File: config.mk
export PLATFORM = sky130hd
export DESIGN_NAME = mfs_fault_regs
export DESIGN_NICKNAME = d
export VERILOG_FILES = /design/src/mfs_pkg.sv /design/src/mfs_monitor_capture.sv /design/src/mfs_fault_regs.sv
export SDC_FILE = /design/constraint.sdc
export NUM_CORES = 1
export LEC_CHECK = 0
export CAP_MARGIN = 5
export CORE_AREA = 4 4 50 97
export DETAILED_ROUTE_END_ITERATION = 8
export DIE_AREA = 0 0 54 101
export DONT_BUFFER_PORTS = 1
export PLACE_DENSITY = 0.59
export SLEW_MARGIN = 10
export SYNTH_ARGS = -nofsm -noshare
export SYNTH_HDL_FRONTEND = slang
export SYNTH_SLANG_ARGS = --single-unit
File: constraint.sdc
create_clock -name clk -period 4.38 [get_ports clk]
set_clock_uncertainty 0.2 [all_clocks]
set_input_delay 0.219 -clock clk [delete_from_list [all_inputs] [get_ports clk]]
set_output_delay 0.219 -clock clk [all_outputs]
set_load 0.02 [all_outputs]
File: src/mfs_pkg.sv
`default_nettype none
package mfs_pkg;

  // register offsets on the control port
  localparam logic [7:0] OFS_INPUT_OV_LIVE   = 8'h35;
  localparam logic [7:0] OFS_BIAS_LIVE       = 8'h37;
  localparam logic [7:0] OFS_BIAS_OV_CFG     = 8'h55;
  localparam logic [7:0] OFS_MON_DATA_CFG    = 8'h59;
  localparam logic [7:0] OFS_BATT_MON_UPPER  = 8'h5A;
  localparam logic [7:0] OFS_BATT_MON_LOWER  = 8'h5B;

  // reset values
  localparam logic [7:0] RST_INPUT_OV_LIVE   = 8'h00;
  localparam logic [7:0] RST_BIAS_LIVE       = 8'h00;
  localparam logic [7:0] RST_BIAS_OV_CFG     = 8'h40;
  localparam logic [7:0] RST_MON_DATA_CFG    = 8'h00;
  localparam logic [7:0] RST_BATT_MON_UPPER  = 8'h00;
  localparam logic [7:0] RST_BATT_MON_LOWER  = 8'h00;
  localparam logic [2:0] RST_MARGIN_CODE     = 3'h2;
  localparam logic [3:0] RST_SOURCE_TAG      = 4'h0;

  // field positions
  localparam int BIT_CH1_OV        = 7;
  localparam int BIT_CH2_OV        = 6;
  localparam int BIT_BIAS_HI_CUR   = 7;
  localparam int BIT_BIAS_LO_CUR   = 6;
  localparam int BIT_BIAS_OV       = 5;
  localparam int MARGIN_MSB        = 7;
  localparam int MARGIN_LSB        = 5;
  localparam int CFG_SPARE_MSB     = 7;
  localparam int CFG_SPARE_LSB     = 4;
  localparam int BIT_FREEZE        = 0;
  localparam int MON_RESULT_W      = 12;

  // margin above programmed bias voltage, in mV
  localparam logic [7:0] MARGIN_STEP_MV = 8'h1E;
  localparam logic [7:0] MARGIN_1_MV    = 8'h0A;
  localparam logic [7:0] MARGIN_2_MV    = 8'h28;

  function automatic logic [7:0] mfs_margin_mv(input logic [2:0] code);
    logic [7:0] mv;
    mv = 8'h00;
    case (code)
      3'h0: mv = 8'h00;
      3'h1: mv = MARGIN_1_MV;
      default: mv = 8'(MARGIN_2_MV + MARGIN_STEP_MV * 8'(code - 3'h2));
    endcase
    return mv;
  endfunction

endpackage
`default_nettype wire

File: src/mfs_monitor_capture.sv
`timescale 1ns/1ps
`default_nettype none
module mfs_monitor_capture
  import mfs_pkg::*;
(
  // clock and reset
  input  wire logic                    clk,
  input  wire logic                    rst_n,
  // control
  input  wire logic                    freeze,
  // conversion results from the diagnostic converter
  input  wire logic                    mon_valid,
  input  wire logic [MON_RESULT_W-1:0] mon_result,
  input  wire logic [3:0]              mon_source_tag,
  // captured bytes
  output logic      [7:0]              upper_byte,
  output logic      [7:0]              lower_byte
);

  logic [7:0] upper_r;
  logic [7:0] lower_r;

  // both bytes load from one word, so a frozen pair is coherent
  always_ff @(posedge clk or negedge rst_n) begin
    if (!rst_n) begin
      upper_r <= RST_BATT_MON_UPPER;
      lower_r <= RST_BATT_MON_LOWER;
    end else if (mon_valid && !freeze) begin
      upper_r <= mon_result[11:4];
      lower_r <= {mon_result[3:0], mon_source_tag};
    end
  end

  assign upper_byte = upper_r;
  assign lower_byte = lower_r;

  property p_frozen_pair;
    @(posedge clk) disable iff (!rst_n)
    freeze |=> ($stable(upper_r) && $stable(lower_r));
  endproperty
  a_frozen_pair: assert property (p_frozen_pair) else $error("monitor bytes moved while frozen");

  property p_live_load;
    @(posedge clk) disable iff (!rst_n)
    (mon_valid && !freeze) |=> (upper_r == $past(mon_result[11:4])) && (lower_r[7:4] == $past(mon_result[3:0]));
  endproperty
  a_live_load: assert property (p_live_load) else $error("monitor bytes not updated");

endmodule
`default_nettype wire

File: src/mfs_fault_regs.sv
// Contract
// - Overvoltage status bit 7 shows channel one positive input overvoltage live.
// - Overvoltage status bit 6 shows channel two positive input overvoltage live.
// - Bias status bit 7 shows bias-supply high-current fault live.
// - Bias status bit 6 shows bias-supply low-current fault live.
// - Bias status bit 5 shows bias-supply overvoltage fault live.
// - Live status registers are read-only, report current faults, reset to zero.
// - Margin code 0 none, 1 10 mV, 2 40 mV, 7 190 mV.
// - Codes 3 to 6 step 30 mV; field resets to 2, register 0x40.
// - Freeze bit clear updates monitor data continuously; set holds it.
// - Register 0x5A holds upper eight battery monitor bits, read-only, resets zero.
// - Next register holds low four result bits above four-bit source tag.
`timescale 1ns/1ps
`default_nettype none
module mfs_fault_regs
  import mfs_pkg::*;
(
  // clock and reset
  input  wire logic                    clk,
  input  wire logic                    rst_n,
  // register port
  input  wire logic [7:0]              reg_addr,
  input  wire logic                    reg_wr,
  input  wire logic [7:0]              reg_wdata,
  input  wire logic                    reg_rd,
  output logic      [7:0]              reg_rdata,
  output logic                         reg_rd_valid,
  // fault detector levels
  input  wire logic                    ch1_positive_input_ov,
  input  wire logic                    ch2_positive_input_ov,
  input  wire logic                    bias_high_current,
  input  wire logic                    bias_low_current,
  input  wire logic                    bias_overvoltage,
  // diagnostic converter results
  input  wire logic                    mon_valid,
  input  wire logic [MON_RESULT_W-1:0] mon_result,
  input  wire logic [3:0]              mon_source_tag,
  // configuration to analog and converter
  output logic      [2:0]              bias_overvoltage_margin,
  output logic      [7:0]              bias_overvoltage_margin_mv,
  output logic                         freeze_monitor_update
);

  logic [7:0] input_overvoltage_live_status_r;
  logic [7:0] bias_supply_live_status_r;
  logic [2:0] margin_r;
  logic [3:0] cfg_spare_r;
  logic       freeze_r;
  logic [7:0] upper_byte;
  logic [7:0] lower_byte;
  logic [7:0] rdata_nxt;
  logic [7:0] rdata_r;
  logic       rd_valid_r;

  function automatic logic wr_hit(input logic [7:0] ofs);
    return reg_wr && (reg_addr == ofs);
  endfunction

  // live status: sampled every cycle, no latching
  always_ff @(posedge clk or negedge rst_n) begin
    if (!rst_n) begin
      input_overvoltage_live_status_r <= RST_INPUT_OV_LIVE;
      bias_supply_live_status_r       <= RST_BIAS_LIVE;
    end else begin
      input_overvoltage_live_status_r             <= 8'h00;
      input_overvoltage_live_status_r[BIT_CH1_OV] <= ch1_positive_input_ov;
      input_overvoltage_live_status_r[BIT_CH2_OV] <= ch2_positive_input_ov;
      bias_supply_live_status_r                  <= 8'h00;
      bias_supply_live_status_r[BIT_BIAS_HI_CUR] <= bias_high_current;
      bias_supply_live_status_r[BIT_BIAS_LO_CUR] <= bias_low_current;
      bias_supply_live_status_r[BIT_BIAS_OV]     <= bias_overvoltage;
    end
  end

  // bias overvoltage margin configuration
  always_ff @(posedge clk or negedge rst_n) begin
    if (!rst_n) begin
      margin_r <= RST_MARGIN_CODE;
    end else if (wr_hit(OFS_BIAS_OV_CFG)) begin
      margin_r <= reg_wdata[MARGIN_MSB:MARGIN_LSB];
    end
  end

  // monitor data configuration
  always_ff @(posedge clk or negedge rst_n) begin
    if (!rst_n) begin
      cfg_spare_r <= RST_MON_DATA_CFG[CFG_SPARE_MSB:CFG_SPARE_LSB];
      freeze_r    <= RST_MON_DATA_CFG[BIT_FREEZE];
    end else if (wr_hit(OFS_MON_DATA_CFG)) begin
      cfg_spare_r <= reg_wdata[CFG_SPARE_MSB:CFG_SPARE_LSB];
      freeze_r    <= reg_wdata[BIT_FREEZE];
    end
  end

  assign bias_overvoltage_margin    = margin_r;
  assign bias_overvoltage_margin_mv = mfs_margin_mv(margin_r);
  assign freeze_monitor_update      = freeze_r;

  mfs_monitor_capture u_capture (
    .clk            (clk),
    .rst_n          (rst_n),
    .freeze         (freeze_r),
    .mon_valid      (mon_valid),
    .mon_result     (mon_result),
    .mon_source_tag (mon_source_tag),
    .upper_byte     (upper_byte),
    .lower_byte     (lower_byte)
  );

  // read mux; reserved bits and unmapped offsets read zero
  always_comb begin
    rdata_nxt = 8'h00;
    case (reg_addr)
      OFS_INPUT_OV_LIVE:  rdata_nxt = input_overvoltage_live_status_r;
      OFS_BIAS_LIVE:      rdata_nxt = bias_supply_live_status_r;
      OFS_BIAS_OV_CFG:    rdata_nxt = {margin_r, 5'h00};
      OFS_MON_DATA_CFG:   rdata_nxt = {cfg_spare_r, 3'h0, freeze_r};
      OFS_BATT_MON_UPPER: rdata_nxt = upper_byte;
      OFS_BATT_MON_LOWER: rdata_nxt = lower_byte;
      default:            rdata_nxt = 8'h00;
    endcase
  end

  always_ff @(posedge clk or negedge rst_n) begin
    if (!rst_n) begin
      rdata_r <= 8'h00;
    end else if (reg_rd) begin
      rdata_r <= rdata_nxt;
    end
  end

  always_ff @(posedge clk or negedge rst_n) begin
    if (!rst_n) begin
      rd_valid_r <= 1'b0;
    end else begin
      rd_valid_r <= reg_rd;
    end
  end

  assign reg_rdata    = rdata_r;
  assign reg_rd_valid = rd_valid_r;

  property p_ch1_ov;
    @(posedge clk) disable iff (!rst_n)
    (reg_rd && reg_addr == OFS_INPUT_OV_LIVE && $past(rst_n)) |=>
      reg_rdata[BIT_CH1_OV] == $past(ch1_positive_input_ov, 2);
  endproperty
  a_ch1_ov: assert property (p_ch1_ov) else $error("ch1 overvoltage bit wrong");

  property p_ch2_ov;
    @(posedge clk) disable iff (!rst_n)
    (reg_rd && reg_addr == OFS_INPUT_OV_LIVE && $past(rst_n)) |=>
      reg_rdata[BIT_CH2_OV] == $past(ch2_positive_input_ov, 2);
  endproperty
  a_ch2_ov: assert property (p_ch2_ov) else $error("ch2 overvoltage bit wrong");

  property p_bias_hi;
    @(posedge clk) disable iff (!rst_n)
    (reg_rd && reg_addr == OFS_BIAS_LIVE && $past(rst_n)) |=>
      reg_rdata[BIT_BIAS_HI_CUR] == $past(bias_high_current, 2);
  endproperty
  a_bias_hi: assert property (p_bias_hi) else $error("high current bit wrong");

  property p_bias_lo;
    @(posedge clk) disable iff (!rst_n)
    (reg_rd && reg_addr == OFS_BIAS_LIVE && $past(rst_n)) |=>
      reg_rdata[BIT_BIAS_LO_CUR] == $past(bias_low_current, 2);
  endproperty
  a_bias_lo: assert property (p_bias_lo) else $error("low current bit wrong");

  property p_bias_ov;
    @(posedge clk) disable iff (!rst_n)
    (reg_rd && reg_addr == OFS_BIAS_LIVE && $past(rst_n)) |=>
      reg_rdata[BIT_BIAS_OV] == $past(bias_overvoltage, 2);
  endproperty
  a_bias_ov: assert property (p_bias_ov) else $error("bias overvoltage bit wrong");

  property p_live_ro;
    @(posedge clk) disable iff (!rst_n)
    (reg_rd && (reg_addr == OFS_INPUT_OV_LIVE || reg_addr == OFS_BIAS_LIVE)) |=>
      (reg_rdata[4:0] == 5'h00) && ($past(reg_addr) != OFS_INPUT_OV_LIVE || reg_rdata[5] == 1'b0);
  endproperty
  a_live_ro: assert property (p_live_ro) else $error("reserved live bits nonzero");

  property p_margin_ends;
    @(posedge clk) disable iff (!rst_n)
    (margin_r == 3'h0 |-> bias_overvoltage_margin_mv == 8'h00) and
    (margin_r == 3'h1 |-> bias_overvoltage_margin_mv == 8'h0A) and
    (margin_r == 3'h7 |-> bias_overvoltage_margin_mv == 8'hBE);
  endproperty
  a_margin_ends: assert property (p_margin_ends) else $error("margin end codes wrong");

  property p_margin_steps;
    @(posedge clk) disable iff (!rst_n)
    (margin_r == 3'h2 |-> bias_overvoltage_margin_mv == 8'h28) and
    (margin_r == 3'h4 |-> bias_overvoltage_margin_mv == 8'h64) and
    (margin_r == 3'h6 |-> bias_overvoltage_margin_mv == 8'hA0);
  endproperty
  a_margin_steps: assert property (p_margin_steps) else $error("margin step wrong");

  property p_margin_write;
    @(posedge clk) disable iff (!rst_n)
    (reg_wr && reg_addr == OFS_BIAS_OV_CFG) ##1 (reg_rd && reg_addr == OFS_BIAS_OV_CFG && !reg_wr) |=>
      reg_rdata == {$past(reg_wdata[7:5], 2), 5'h00};
  endproperty
  a_margin_write: assert property (p_margin_write) else $error("margin readback wrong");

  property p_freeze_write;
    @(posedge clk) disable iff (!rst_n)
    (reg_wr && reg_addr == OFS_MON_DATA_CFG) |=> freeze_monitor_update == $past(reg_wdata[0]);
  endproperty
  a_freeze_write: assert property (p_freeze_write) else $error("freeze control not written");

  property p_upper_read;
    @(posedge clk) disable iff (!rst_n)
    (reg_rd && reg_addr == OFS_BATT_MON_UPPER) |=> reg_rdata == $past(upper_byte);
  endproperty
  a_upper_read: assert property (p_upper_read) else $error("upper monitor byte readback wrong");

  property p_lower_tag;
    @(posedge clk) disable iff (!rst_n)
    (mon_valid && !freeze_r) ##1 (reg_rd && reg_addr == OFS_BATT_MON_LOWER && !mon_valid) |=>
      reg_rdata == {$past(mon_result[3:0], 2), $past(mon_source_tag, 2)};
  endproperty
  a_lower_tag: assert property (p_lower_tag) else $error("lower monitor byte layout wrong");

  property p_upper_fresh;
    @(posedge clk) disable iff (!rst_n)
    (mon_valid && !freeze_r) ##1 (reg_rd && reg_addr == OFS_BATT_MON_UPPER && !mon_valid) |=>
      reg_rdata == $past(mon_result[11:4], 2);
  endproperty
  a_upper_fresh: assert property (p_upper_fresh) else $error("upper monitor byte not from last word");

  property p_reset_state;
    @(posedge clk) disable iff (!rst_n)
    $rose(rst_n) |-> ({margin_r, 5'h00} == RST_BIAS_OV_CFG) && !reg_rd_valid && (reg_rdata == 8'h00) &&
      ({cfg_spare_r, 3'h0, freeze_r} == RST_MON_DATA_CFG);
  endproperty
  a_reset_state: assert property (p_reset_state) else $error("config not at reset value after reset");

  property p_reset_live;
    @(posedge clk) disable iff (!rst_n)
    $rose(rst_n) |-> (input_overvoltage_live_status_r == RST_INPUT_OV_LIVE) &&
      (bias_supply_live_status_r == RST_BIAS_LIVE);
  endproperty
  a_reset_live: assert property (p_reset_live) else $error("live status not zero after reset");

  property p_reset_mon;
    @(posedge clk) disable iff (!rst_n)
    $rose(rst_n) |-> (upper_byte == RST_BATT_MON_UPPER) && (lower_byte == RST_BATT_MON_LOWER);
  endproperty
  a_reset_mon: assert property (p_reset_mon) else $error("monitor bytes not zero after reset");

  property p_live_reserved;
    @(posedge clk) disable iff (!rst_n)
    (input_overvoltage_live_status_r[5:0] == 6'h00) && (bias_supply_live_status_r[4:0] == 5'h00);
  endproperty
  a_live_reserved: assert property (p_live_reserved) else $error("reserved live status bits set");

  property p_margin_load;
    @(posedge clk) disable iff (!rst_n)
    (reg_wr && reg_addr == OFS_BIAS_OV_CFG) |=> bias_overvoltage_margin == $past(reg_wdata[MARGIN_MSB:MARGIN_LSB]);
  endproperty
  a_margin_load: assert property (p_margin_load) else $error("margin code not written");

  property p_margin_hold;
    @(posedge clk) disable iff (!rst_n)
    !(reg_wr && reg_addr == OFS_BIAS_OV_CFG) |=> $stable(bias_overvoltage_margin);
  endproperty
  a_margin_hold: assert property (p_margin_hold) else $error("margin code moved without write");

  property p_margin_odd;
    @(posedge clk) disable iff (!rst_n)
    (margin_r == 3'h3 |-> bias_overvoltage_margin_mv == 8'h46) and
    (margin_r == 3'h5 |-> bias_overvoltage_margin_mv == 8'h82);
  endproperty
  a_margin_odd: assert property (p_margin_odd) else $error("margin odd step wrong");

  property p_margin_read;
    @(posedge clk) disable iff (!rst_n)
    (reg_rd && reg_addr == OFS_BIAS_OV_CFG) |=> reg_rdata == {$past(bias_overvoltage_margin), 5'h00};
  endproperty
  a_margin_read: assert property (p_margin_read) else $error("margin register readback wrong");

  property p_freeze_hold;
    @(posedge clk) disable iff (!rst_n)
    !(reg_wr && reg_addr == OFS_MON_DATA_CFG) |=> $stable(freeze_monitor_update);
  endproperty
  a_freeze_hold: assert property (p_freeze_hold) else $error("freeze control moved without write");

  property p_cfg_read;
    @(posedge clk) disable iff (!rst_n)
    (reg_rd && reg_addr == OFS_MON_DATA_CFG) |=>
      reg_rdata == {$past(cfg_spare_r), 3'h0, $past(freeze_monitor_update)};
  endproperty
  a_cfg_read: assert property (p_cfg_read) else $error("monitor config readback wrong");

  property p_spare_write;
    @(posedge clk) disable iff (!rst_n)
    (reg_wr && reg_addr == OFS_MON_DATA_CFG) |=> cfg_spare_r == $past(reg_wdata[CFG_SPARE_MSB:CFG_SPARE_LSB]);
  endproperty
  a_spare_write: assert property (p_spare_write) else $error("monitor config upper bits not stored");

  property p_rd_answer;
    @(posedge clk) disable iff (!rst_n)
    reg_rd |=> reg_rd_valid;
  endproperty
  a_rd_answer: assert property (p_rd_answer) else $error("read not answered next cycle");

  property p_rdata_hold;
    @(posedge clk) disable iff (!rst_n)
    !reg_rd |=> $stable(reg_rdata) && !reg_rd_valid;
  endproperty
  a_rdata_hold: assert property (p_rdata_hold) else $error("read data moved without read");

endmodule
`default_nettype wire

After elaboration in Yosys (flattened, before gate mapping)
Index checks and enable logic that the tools add are counted.
{"block": "totals", "inputBits": 42, "out_inout_bits": 21, "register_bits": 38, "elab_cells": 26}
{"block": "op_classes", "muxes": 2, "eq_ne": 7, "n_reduce_logical": 5, "n_mul": 1, "addsub": 2}
{"operator": "case mux 8 bit (6 select lines)", "count": 1}
{"operator": "equality test 8 x 7 -> 1 bit, second input constant", "count": 4}
{"operator": "equality test 8 x 6 -> 1 bit, second input constant", "count": 2}
{"operator": "case mux 8 bit (2 select lines)", "count": 1}
{"operator": "adder 6 x 8 -> 8 bit, first input constant", "count": 1}
{"operator": "multiplier 4 x 8 -> 7 bit, first input constant", "count": 1}
{"operator": "subtractor 3 x 2 -> 4 bit, second input constant", "count": 1}
{"operator": "equality test 3 x 1 -> 1 bit, second input constant", "count": 1}
{"operator": "logical AND 1 bit", "count": 3}
{"operator": "logical NOT 3 bit", "count": 1}
{"operator": "logical NOT 1 bit", "count": 1}

Logic depth before layout (Yosys ltp)
Gate-level depths: netlist of run 1.
{"block": "depth", "ltp_word": 4, "ltp_mapped": 11, "ltp_nobuf": 11}

Modules after synthesis
Synthesis of run 1 repeated with hierarchy kept, for this count alone.
{"block": "unflattened", "cells_unflattened": 159, "hier_area_um2": 1975.6}
{"mod": "mfs_fault_regs", "cells_each": 124, "n_inst": 1, "area_per_inst_um2": 1312.5, "seq_area_each_um2": 551.8}
{"mod": "mfs_monitor_capture", "cells_each": 35, "n_inst": 1, "area_per_inst_um2": 663.1, "seq_area_each_um2": 400.4}

Worst setup path after synthesis of run 1
OpenSTA, ideal clock, no wires.
{"block": "synth_path", "kind": "reg2out", "from": "reg margin_r[1] (netlist: bias_overvoltage_margin[1])", "to": "out bias_overvoltage_margin_mv[7]", "arrival_time_ps": 3259, "stages_incl_launch_ff": 12, "setup_slack_ps": 702, "required_ps": 3961, "cell_sequence": "dfstp_2 inv_1 ha_1 inv_1 ha_1 fa_1 xor3_1 ha_1 nor2_1 mux2_2 a22oi_1 mux2_2"}
{"block": "synth_via", "elab_chain_len": 4}
{"item": "start: declaration", "line_no": "mfs_fault_regs.sv:46", "text": "logic [2:0] margin_r;"}
{"item": "start signal: assignment", "line_no": "mfs_fault_regs.sv:80", "text": "margin_r <= reg_wdata[MARGIN_MSB:MARGIN_LSB];"}
{"item": "subtractor 3 x 2 -> 4 bit", "line_no": "mfs_pkg.sv:46", "text": "default: mv = 8'(MARGIN_2_MV + MARGIN_STEP_MV * 8'(code - 3'h2));"}
{"item": "multiplier 4 x 8 -> 7 bit", "line_no": "mfs_pkg.sv:46"}
{"item": "adder 6 x 8 -> 8 bit", "line_no": "mfs_pkg.sv:46"}
{"item": "case mux 8 bit (2 select lines) (*)", "line_no": "mfs_pkg.sv:43", "text": "case (code)"}
{"item": "end: declaration", "line_no": "mfs_fault_regs.sv:40", "text": "output logic [7:0] bias_overvoltage_margin_mv,"}
Mark *: on every way between the ends. The rest lies on a longest branch, timed or not.

Final worst setup path of run 1
Ends and elaborated chain as after synthesis.

==> results of run 1 <==
cells by family after synthesis:
| kind of cell | Yosys count | synth area share [%] |
|---|---|---|
| simple gates | 32 | 10.1 |
| xor+xnor | 3 | 2.07 |
| flops | 38 | 47.8 |
| buf+inv | 18 | 4.46 |
| compound gates | 26 | 9.17 |
| mux | 34 | 20.2 |
| other cells | 1 | 0.188 |
| fa+ha+maj | 9 | 6.03 |
power groups by stage:
stage / clock network [mW] / logic [mW] / registers (mW)
after floorplan: 0 / 0.114 / 0.395
after global placement: 0 / 0.124 / 0.399
after detailed placement: 0 / 0.134 / 0.400
after CTS: 0.287 / 0.169 / 0.394
final: 0.274 / 0.172 / 0.393
after global routing: 0.301 / 0.188 / 0.396
state kept, by name, indices dropped and copies added, names as in the netlist:
signal	flops
reg_rdata	8
u_capture.lower_byte	8
u_capture.upper_byte	8
cfg_spare_r	4
bias_overvoltage_margin	3
bias_supply_live_status_r	3
input_overvoltage_live_status_r	2
freeze_monitor_update	1
reg_rd_valid	1
layer usage:
| metal | global-route usage, % | vias up | routed length [um] | part of all wire [%] |
|---|---|---|---|---|
| met5 | 0 | - | 0 | 0 |
| met4 | 10.2 | 0 | 180 | 4.0 |
| met3 | 6.07 | 16 | 296 | 6.6 |
| met2 | 34.4 | 52 | 2580 | 57 |
| met1 | 17.7 | 645 | 1450 | 32 |
| li1 | - | 630 | - | - |
cell usage after synthesis:
cell	number	area (um2)
nor3_1	1	5.00
nor2b_1	6	37.5
nor2_1	8	30.0
o22ai_1	5	31.3
a22oi_1	6	45.0
dfrtp_1	37	926
mux2_2	29	327
mux2_4	5	75.1
and2b_1	1	7.51
a32o_1	1	10.0
a21boi_0	1	7.51
xor3_1	1	23.8
buf_2	2	10.0
nand2_1	7	26.3
and4bb_2	2	25.0
buf_6	1	11.3
xor2_1	2	17.5
and3b_2	1	10.0
fa_1	1	20.0
inv_1	10	37.5
and4_1	1	8.76
nor2b_4	1	13.8
nand2b_1	1	6.26
nand3_1	1	5.00
a22o_1	3	26.3
a21oi_1	4	20.0
conb_1	1	3.75
a221o_2	2	22.5
clkbuf_1	2	7.51
and4_2	1	10.0
ha_1	8	100
and4bb_4	1	16.3
buf_4	3	22.5
o21ai_0	4	20.0
dfstp_2	1	26.3
how the worst max path moves through the flow:
stage	slack, ns	depth (start not counted)	endpoint	from
5_1_grt	0.06	11	bias_overvoltage_margin_mv[7]	bias_overvoltage_margin[1]
2_1_floorplan	0.70	11	bias_overvoltage_margin_mv[7]	bias_overvoltage_margin[1]
6_report	0.17	11	bias_overvoltage_margin_mv[7]	bias_overvoltage_margin[1]
4_1_cts	0.10	11	bias_overvoltage_margin_mv[7]	bias_overvoltage_margin[1]
3_3_place_gp	0.59	11	bias_overvoltage_margin_mv[7]	bias_overvoltage_margin[1]
3_5_place_dp	0.43	11	bias_overvoltage_margin_mv[7]	bias_overvoltage_margin[1]
layout make-up:
| type | count | area share [%] |
|---|---|---|
| multi-input cells | 105 | 39.1 |
| flip-flops and latches | 38 | 38.8 |
| repair buffers | 32 | 13.4 |
| clock buffers | 8 | 4.49 |
| well taps | 52 | 2.65 |
| inverters | 10 | 1.53 |
stage by stage:
step	hold slack, ns	power, mW	cells
3_5_place_dp	-0.276	0.535	206
4_1_cts	0.0446	0.849	245
3_3_place_gp	-0.276	0.524	206
6_report	0.0619	0.839	245
5_1_grt	0.103	0.886	245
2_1_floorplan	-0.277	0.510	161
worst min-delay path, cell delays in order:
cell and delay (ns):
mux2_2 0.13, nand2_1 0.05, o22ai_1 0.10
timing repair:
action	in CTS	in global routing
setup endpoints to repair	0	1
endpoints found under the hold margin	76	0
gates resized for setup	0	2
hold buffers	31	0
==> impl_metrics.tcl, run 1 <==
set metrics [dict create \
    crit_fanout 6 \
    min_period_over_period_pct 96.2 \
    internal-power_uw 625 \
    ant_nets 0 \
    grt_util_all_layers_pct 19.0 \
    post_dp_cell_area_um2 2010 \
    clkPwrFrac_pct 32.7 \
    routed_wirelength_um 4510 \
    cp.arrival_ns 3.80 \
    io_buffers 0 \
    path_delay_family "adder cells" \
    setup_viol 0 \
    place_ws_ns 0.428 \
    globalplace.congestion 0.730 \
    cellPowerDensity_nw_per_um2 342 \
    start_kind "flip-flop" \
    clock_latency_ns 0.28 \
    grt_setup_unrepaired "no" \
    cts_setup_buffers 0 \
    cts.sinks 38 \
    p_leak_nw 1.06 \
    cts-buffers-inserted 5 \
    fill_cells 337 \
    stdcell_area_um2 2450 \
    dieArea_um2 5450 \
    syn_inst 161 \
    comb_power_share_pct 20.5 \
    antenna_found_initial 0 \
    fin_ws_ns 0.165 \
    max-vdd-ir-drop_uv 247 \
    die_w_um 54 \
    drive_gt1_share_pct 28.0 \
    drv_cap 0 \
    crit_buf_inv 2 \
    top_level_ports 63 \
    critPathMaxStageDelay_ns 0.63 \
    utilization_pct 60.0 \
    htreeDepth 2 \
    slew_headroom_pct 56.7 \
    drtPass1Iterations 4 \
    slowest_stage "dfstp_2" \
    die_height_um 101 \
    ys_warn_count 0 \
    ys_seq_area_share_pct 47.8 \
    timing.rr.end "reg_rdata[7]" \
    status "finished clean" \
    worst_ep_required_time_ns 3.96 \
    worst_slew_pin_slew_ns 0.643 \
    tritoncts "done" \
    drtIter0Drc 11 \
    setup_tns_ns 0 \
    clk_pin_slew_ns 0.07 \
    vias_per_cell 5.48 \
    hold_viol_final 0 \
    whs_endpoint "reg_rdata[3]" \
    ff2ff_path_depth 4 \
    root_buffer "clkbuf_8" \
    drcViolationCount 0 \
    end_kind "output port" \
    swShare_pct 25.6 \
    hpwl_um 3410 \
    wl_per_cell_um 18.4 \
    cts.path.max_buffers 2 \
    cp_cell_sequence "inv_1 > ha_1 > inv_1 > ha_1 > fa_1 > xor3_1 > ha_1 > nor2_1 > mux2_2 > a22oi_2 > mux2_4" \
    seq_power_share_pct 46.8 \
    grt-ovfl-total 0 \
    syn-num-nets 212 \
    avgSynthCellArea_um2 12.4 \
    rr_startpoint "bias_overvoltage_margin[2]" \
    final_cell_mix "dfrtp_1, dlygate4sd3_1, mux2_2" \
    nets 243 \
    rrSetupSlack_ns 2.75 \
    coreArea_um2 4090 \
    grt_pass1_vias 1538 \
    grt_max_degree 39 \
    syn_area_um2 1990 \
    seq_area_um2 952 \
    multi_input_area_um2 960 \
    yosysUniqueCellTypes 35 \
    crit_type "reg -> out" \
    ys_ff_latch 38 \
    whs_path_depth 3 \
    vias 1343 \
    layout_commonest_cell "dfrtp_1" \
    synthToLayoutAreaGrowth_pct 23.1 \
    grt_pass1_wl_um 7330 \
    rows 33 \
    fmax_mhz 237 \
    p_switching_uw 215 \
    min_period_ns 4.21 \
    diodes 0 \
    hp-start "reg_addr[0]" \
    cp_common_cell "ha_1" \
    initial_core_util_pct 48.7 \
    slew_violations 0 \
    hold_class "in -> reg" \
]
Note: power is estimated with default switching activity, not from simulation.
==> run 2: changes to the inputs <==
--- a/config.mk
+++ b/config.mk
@@ -5,10 +5,11 @@
 export SDC_FILE = /design/constraint.sdc
 export NUM_CORES = 1
 export LEC_CHECK = 0
+export ABC_AREA = 1
 export CAP_MARGIN = 5
-export CORE_AREA = 4 4 50 97
+export CORE_AREA = 4 4 51 98
 export DETAILED_ROUTE_END_ITERATION = 8
-export DIE_AREA = 0 0 54 101
+export DIE_AREA = 0 0 55 102
 export DONT_BUFFER_PORTS = 1
 export PLACE_DENSITY = 0.59
 export SLEW_MARGIN = 10
==> constraint.sdc (replaced) <==
create_clock -name clk -period 4.35 [get_ports clk]
set_clock_uncertainty 0.2 [all_clocks]
set_input_delay 0.2175 -clock clk [delete_from_list [all_inputs] [get_ports clk]]
set_output_delay 0.2175 -clock clk [all_outputs]
set_load 0.02 [all_outputs]
==> impl_metrics.tcl, run 2 <==
set metrics [dict create \
    root_buffer "clkbuf_8" \
    setup_viol 0 \
    ctsHoldBuffers 29 \
    drtPass1Iterations 4 \
    grt-ovfl-total 0 \
    yosysTopAreaCell "dfrtp_1" \
    min_period_over_period_pct 88.8 \
    cts.sinks 38 \
    post_dp_cell_area_um2 2080 \
    diodes 0 \
    crit_buf_inv 5 \
    ys_ff_latch 38 \
    clock_latency_ns 0.29 \
    synthToLayoutAreaGrowth_pct 20.0 \
    slew_violations 0 \
    end_kind "output port" \
    max-vdd-ir-drop_uv 296 \
    hold_viol_final 0 \
    fmax_mhz 259 \
    startpoint "bias_overvoltage_margin[2]" \
    status "finished clean" \
    synth_top_area_share_pct 44.9 \
    ys_warn_count 0 \
    final_cell_mix "nand2_1, dfrtp_1, nand3_1" \
    worst_ep_required_time_ns 3.93 \
    ys.flop_type "dfrtp_1" \
    cts-buffers-inserted 5 \
    cts.path.max_buffers 2 \
    ys_top_cells_by_count "nand2_1, dfrtp_1, nand3_1" \
    coreArea_um2 4300 \
    yosys.area_share.xor_xnor_pct 0.850 \
    grt_pass1_wl_um 7300 \
    swShare_pct 33.1 \
    wl_per_cell_um 14.0 \
    clkPwrFrac_pct 25.9 \
    yosysUniqueCellTypes 24 \
    cts_setup_buffers 0 \
    grt_util_all_layers_pct 18.5 \
    die_w_um 55 \
    io_buffers 0 \
    syn_area_um2 2060 \
    ys_top_cells_by_area "dfrtp_1, nand2_1, nand3_1" \
    cellPowerDensity_nw_per_um2 394 \
    globalplace.congestion 0.732 \
    vias_per_cell 4.99 \
    min_period_ns 3.86 \
    rows 34 \
    hold_slack_ns 0.0980 \
    setup_tns_ns 0 \
    htreeDepth 2 \
    layout_commonest_cell "nand2_1" \
    yosys-mux-area-fraction_pct 6.01 \
    grt_setup_unrepaired "no" \
    crit_type "reg -> out" \
    synth_most_common_cell "nand2_1" \
    total_power_uw 973 \
    dieArea_um2 5610 \
    drcViolationCount 0 \
    avgSynthCellArea_um2 8.48 \
    seq_power_share_pct 46.8 \
    synthAdderAreaFrac_pct 5.83 \
    worst_slew_pin_slew_ns 0.714 \
    stdcell_area_um2 2470 \
    slew_headroom_pct 52.3 \
    hold_class "in -> reg" \
    synth_top_family_by_area "simple AND/OR/NAND/NOR gates" \
    top_level_ports 63 \
    post_cts_resize_count 0 \
    synthArstFlopShare_pct 100 \
    die_height_um 102 \
    crit_fanout 6 \
    vias 1633 \
    grt_pass1_vias 1607 \
    tritoncts "done" \
    rr_startpoint "freeze_monitor_update" \
    grt_max_degree 39 \
    hp-start "reg_wr" \
    syn_inst 243 \
    cp_cell_sequence "inv_1 > ha_1 > inv_1 > ha_1 > fa_1 > inv_1 > nand2_1 > nand2_1 > nand2_1 > nand2_1 > inv_1 > ha_1 > inv_1 > or2_2 > a21oi_1" \
    start_kind "flip-flop" \
    path_delay_family "adder cells" \
    ff2ff_path_depth 3 \
    drive_gt1_share_pct 11.7 \
    p_leak_nw 1.24 \
    comb_power_share_pct 27.3 \
    whs_path_depth 3 \
    drv_cap 0 \
    antenna_found_initial 0 \
    synth_edf_count 0 \
    ys_seq_area_share_pct 46.2 \
    cp_common_cell "inv_1" \
    slowest_stage "dfrtp_1" \
    ant_nets 0 \
    path_depth 15 \
    clk_pin_slew_ns 0.08 \
    nets 323 \
    drtIter0Drc 16 \
    cp.arrival_ns 3.44 \
    p_switching_uw 322 \
    critPathMaxStageDelay_ns 0.57 \
    initial_core_util_pct 48.0 \
    synth_compound_area_share_pct 6.80 \
    internal-power_uw 651 \
    syn-num-nets 294 \
    hpwl_um 3490 \
    synthSimpleGateAreaFrac_pct 26.8 \
    routed_wirelength_um 4580 \
]
-- run 2: cell types whose count changed in the layout (fill, tap and decap cells not counted), moves of 12 or more --
cell     change
nor2_1      +12
inv_1       +17
nand2_1     +53
o21ai_0     +12
nand3_1     +28
mux2_2      -17
-- run 2: worst reg2reg max path, stage by stage (launching register included) --
cell and delay (ns):
dfrtp_1 0.47, inv_1 0.11, nand2_1 0.54, mux2_2 0.42
-- run 2: power by group through the flow --
stage / Combinational (mW) / Clock, mW / Sequential [mW]
floorplan: 0.208 / 0 / 0.453
global placement: 0.230 / 0 / 0.461
global route: 0.306 / 0.277 / 0.465
detailed placement: 0.236 / 0 / 0.463
CTS: 0.268 / 0.266 / 0.455
finish: 0.266 / 0.252 / 0.456
-- run 2: worst paths after layout --
path / endpoint / slack [ns]
min reg2reg: u_capture.lower_byte[2] / 0.31
min: cfg_spare_r[0] / 0.1
max reg2reg: u_capture.lower_byte[4] / 2.49
min in group asynchronous: reg_rdata[6] / 0.18
max in group asynchronous: bias_overvoltage_margin[1] / 3.50
max: bias_overvoltage_margin_mv[5] / 0.49
-- run 2: cells by family after synthesis --
| logic type | Yosys count |
|---|---|
| multiplexers | 11 |
| AND/OR/NAND/NOR | 121 |
| other | 1 |
| flip-flops | 38 |
| AO/OA/AOI/OAI | 27 |
| buffers and inverters | 34 |
| adder cells (fa/ha/maj) | 9 |
| XOR/XNOR | 2 |
-- run 2: per-layer routing --
| metal | global-route usage, % | vias up | share of wire, % |
|---|---|---|---|
| met3 | 3.80 | 8 | 4.8 |
| met5 | 0 | - | 0 |
| met4 | 8.61 | 0 | 2.3 |
| li1 | - | 833 | - |
| met1 | 17.6 | 756 | 33 |
| met2 | 34.9 | 36 | 60 |
-- run 2: metrics by stage --
step	worst slack, ns	util [%]	cells
after floorplan	1.03	-	243
after global placement	0.837	48.4	290
after detailed placement	0.796	48.4	290
after CTS	0.447	57.6	327
after global routing	0.237	57.6	327
final	0.489	57.6	327
-- run 2: layout make-up --
cell class,instances,area [um2]
clock buffer,6,82.6
clock inverter,2,12.5
fill,409,1820
inverter,27,101
multi-input combinational,171,957
sequential,38,952
tap,54,67.6
timing repair buffer,29,300
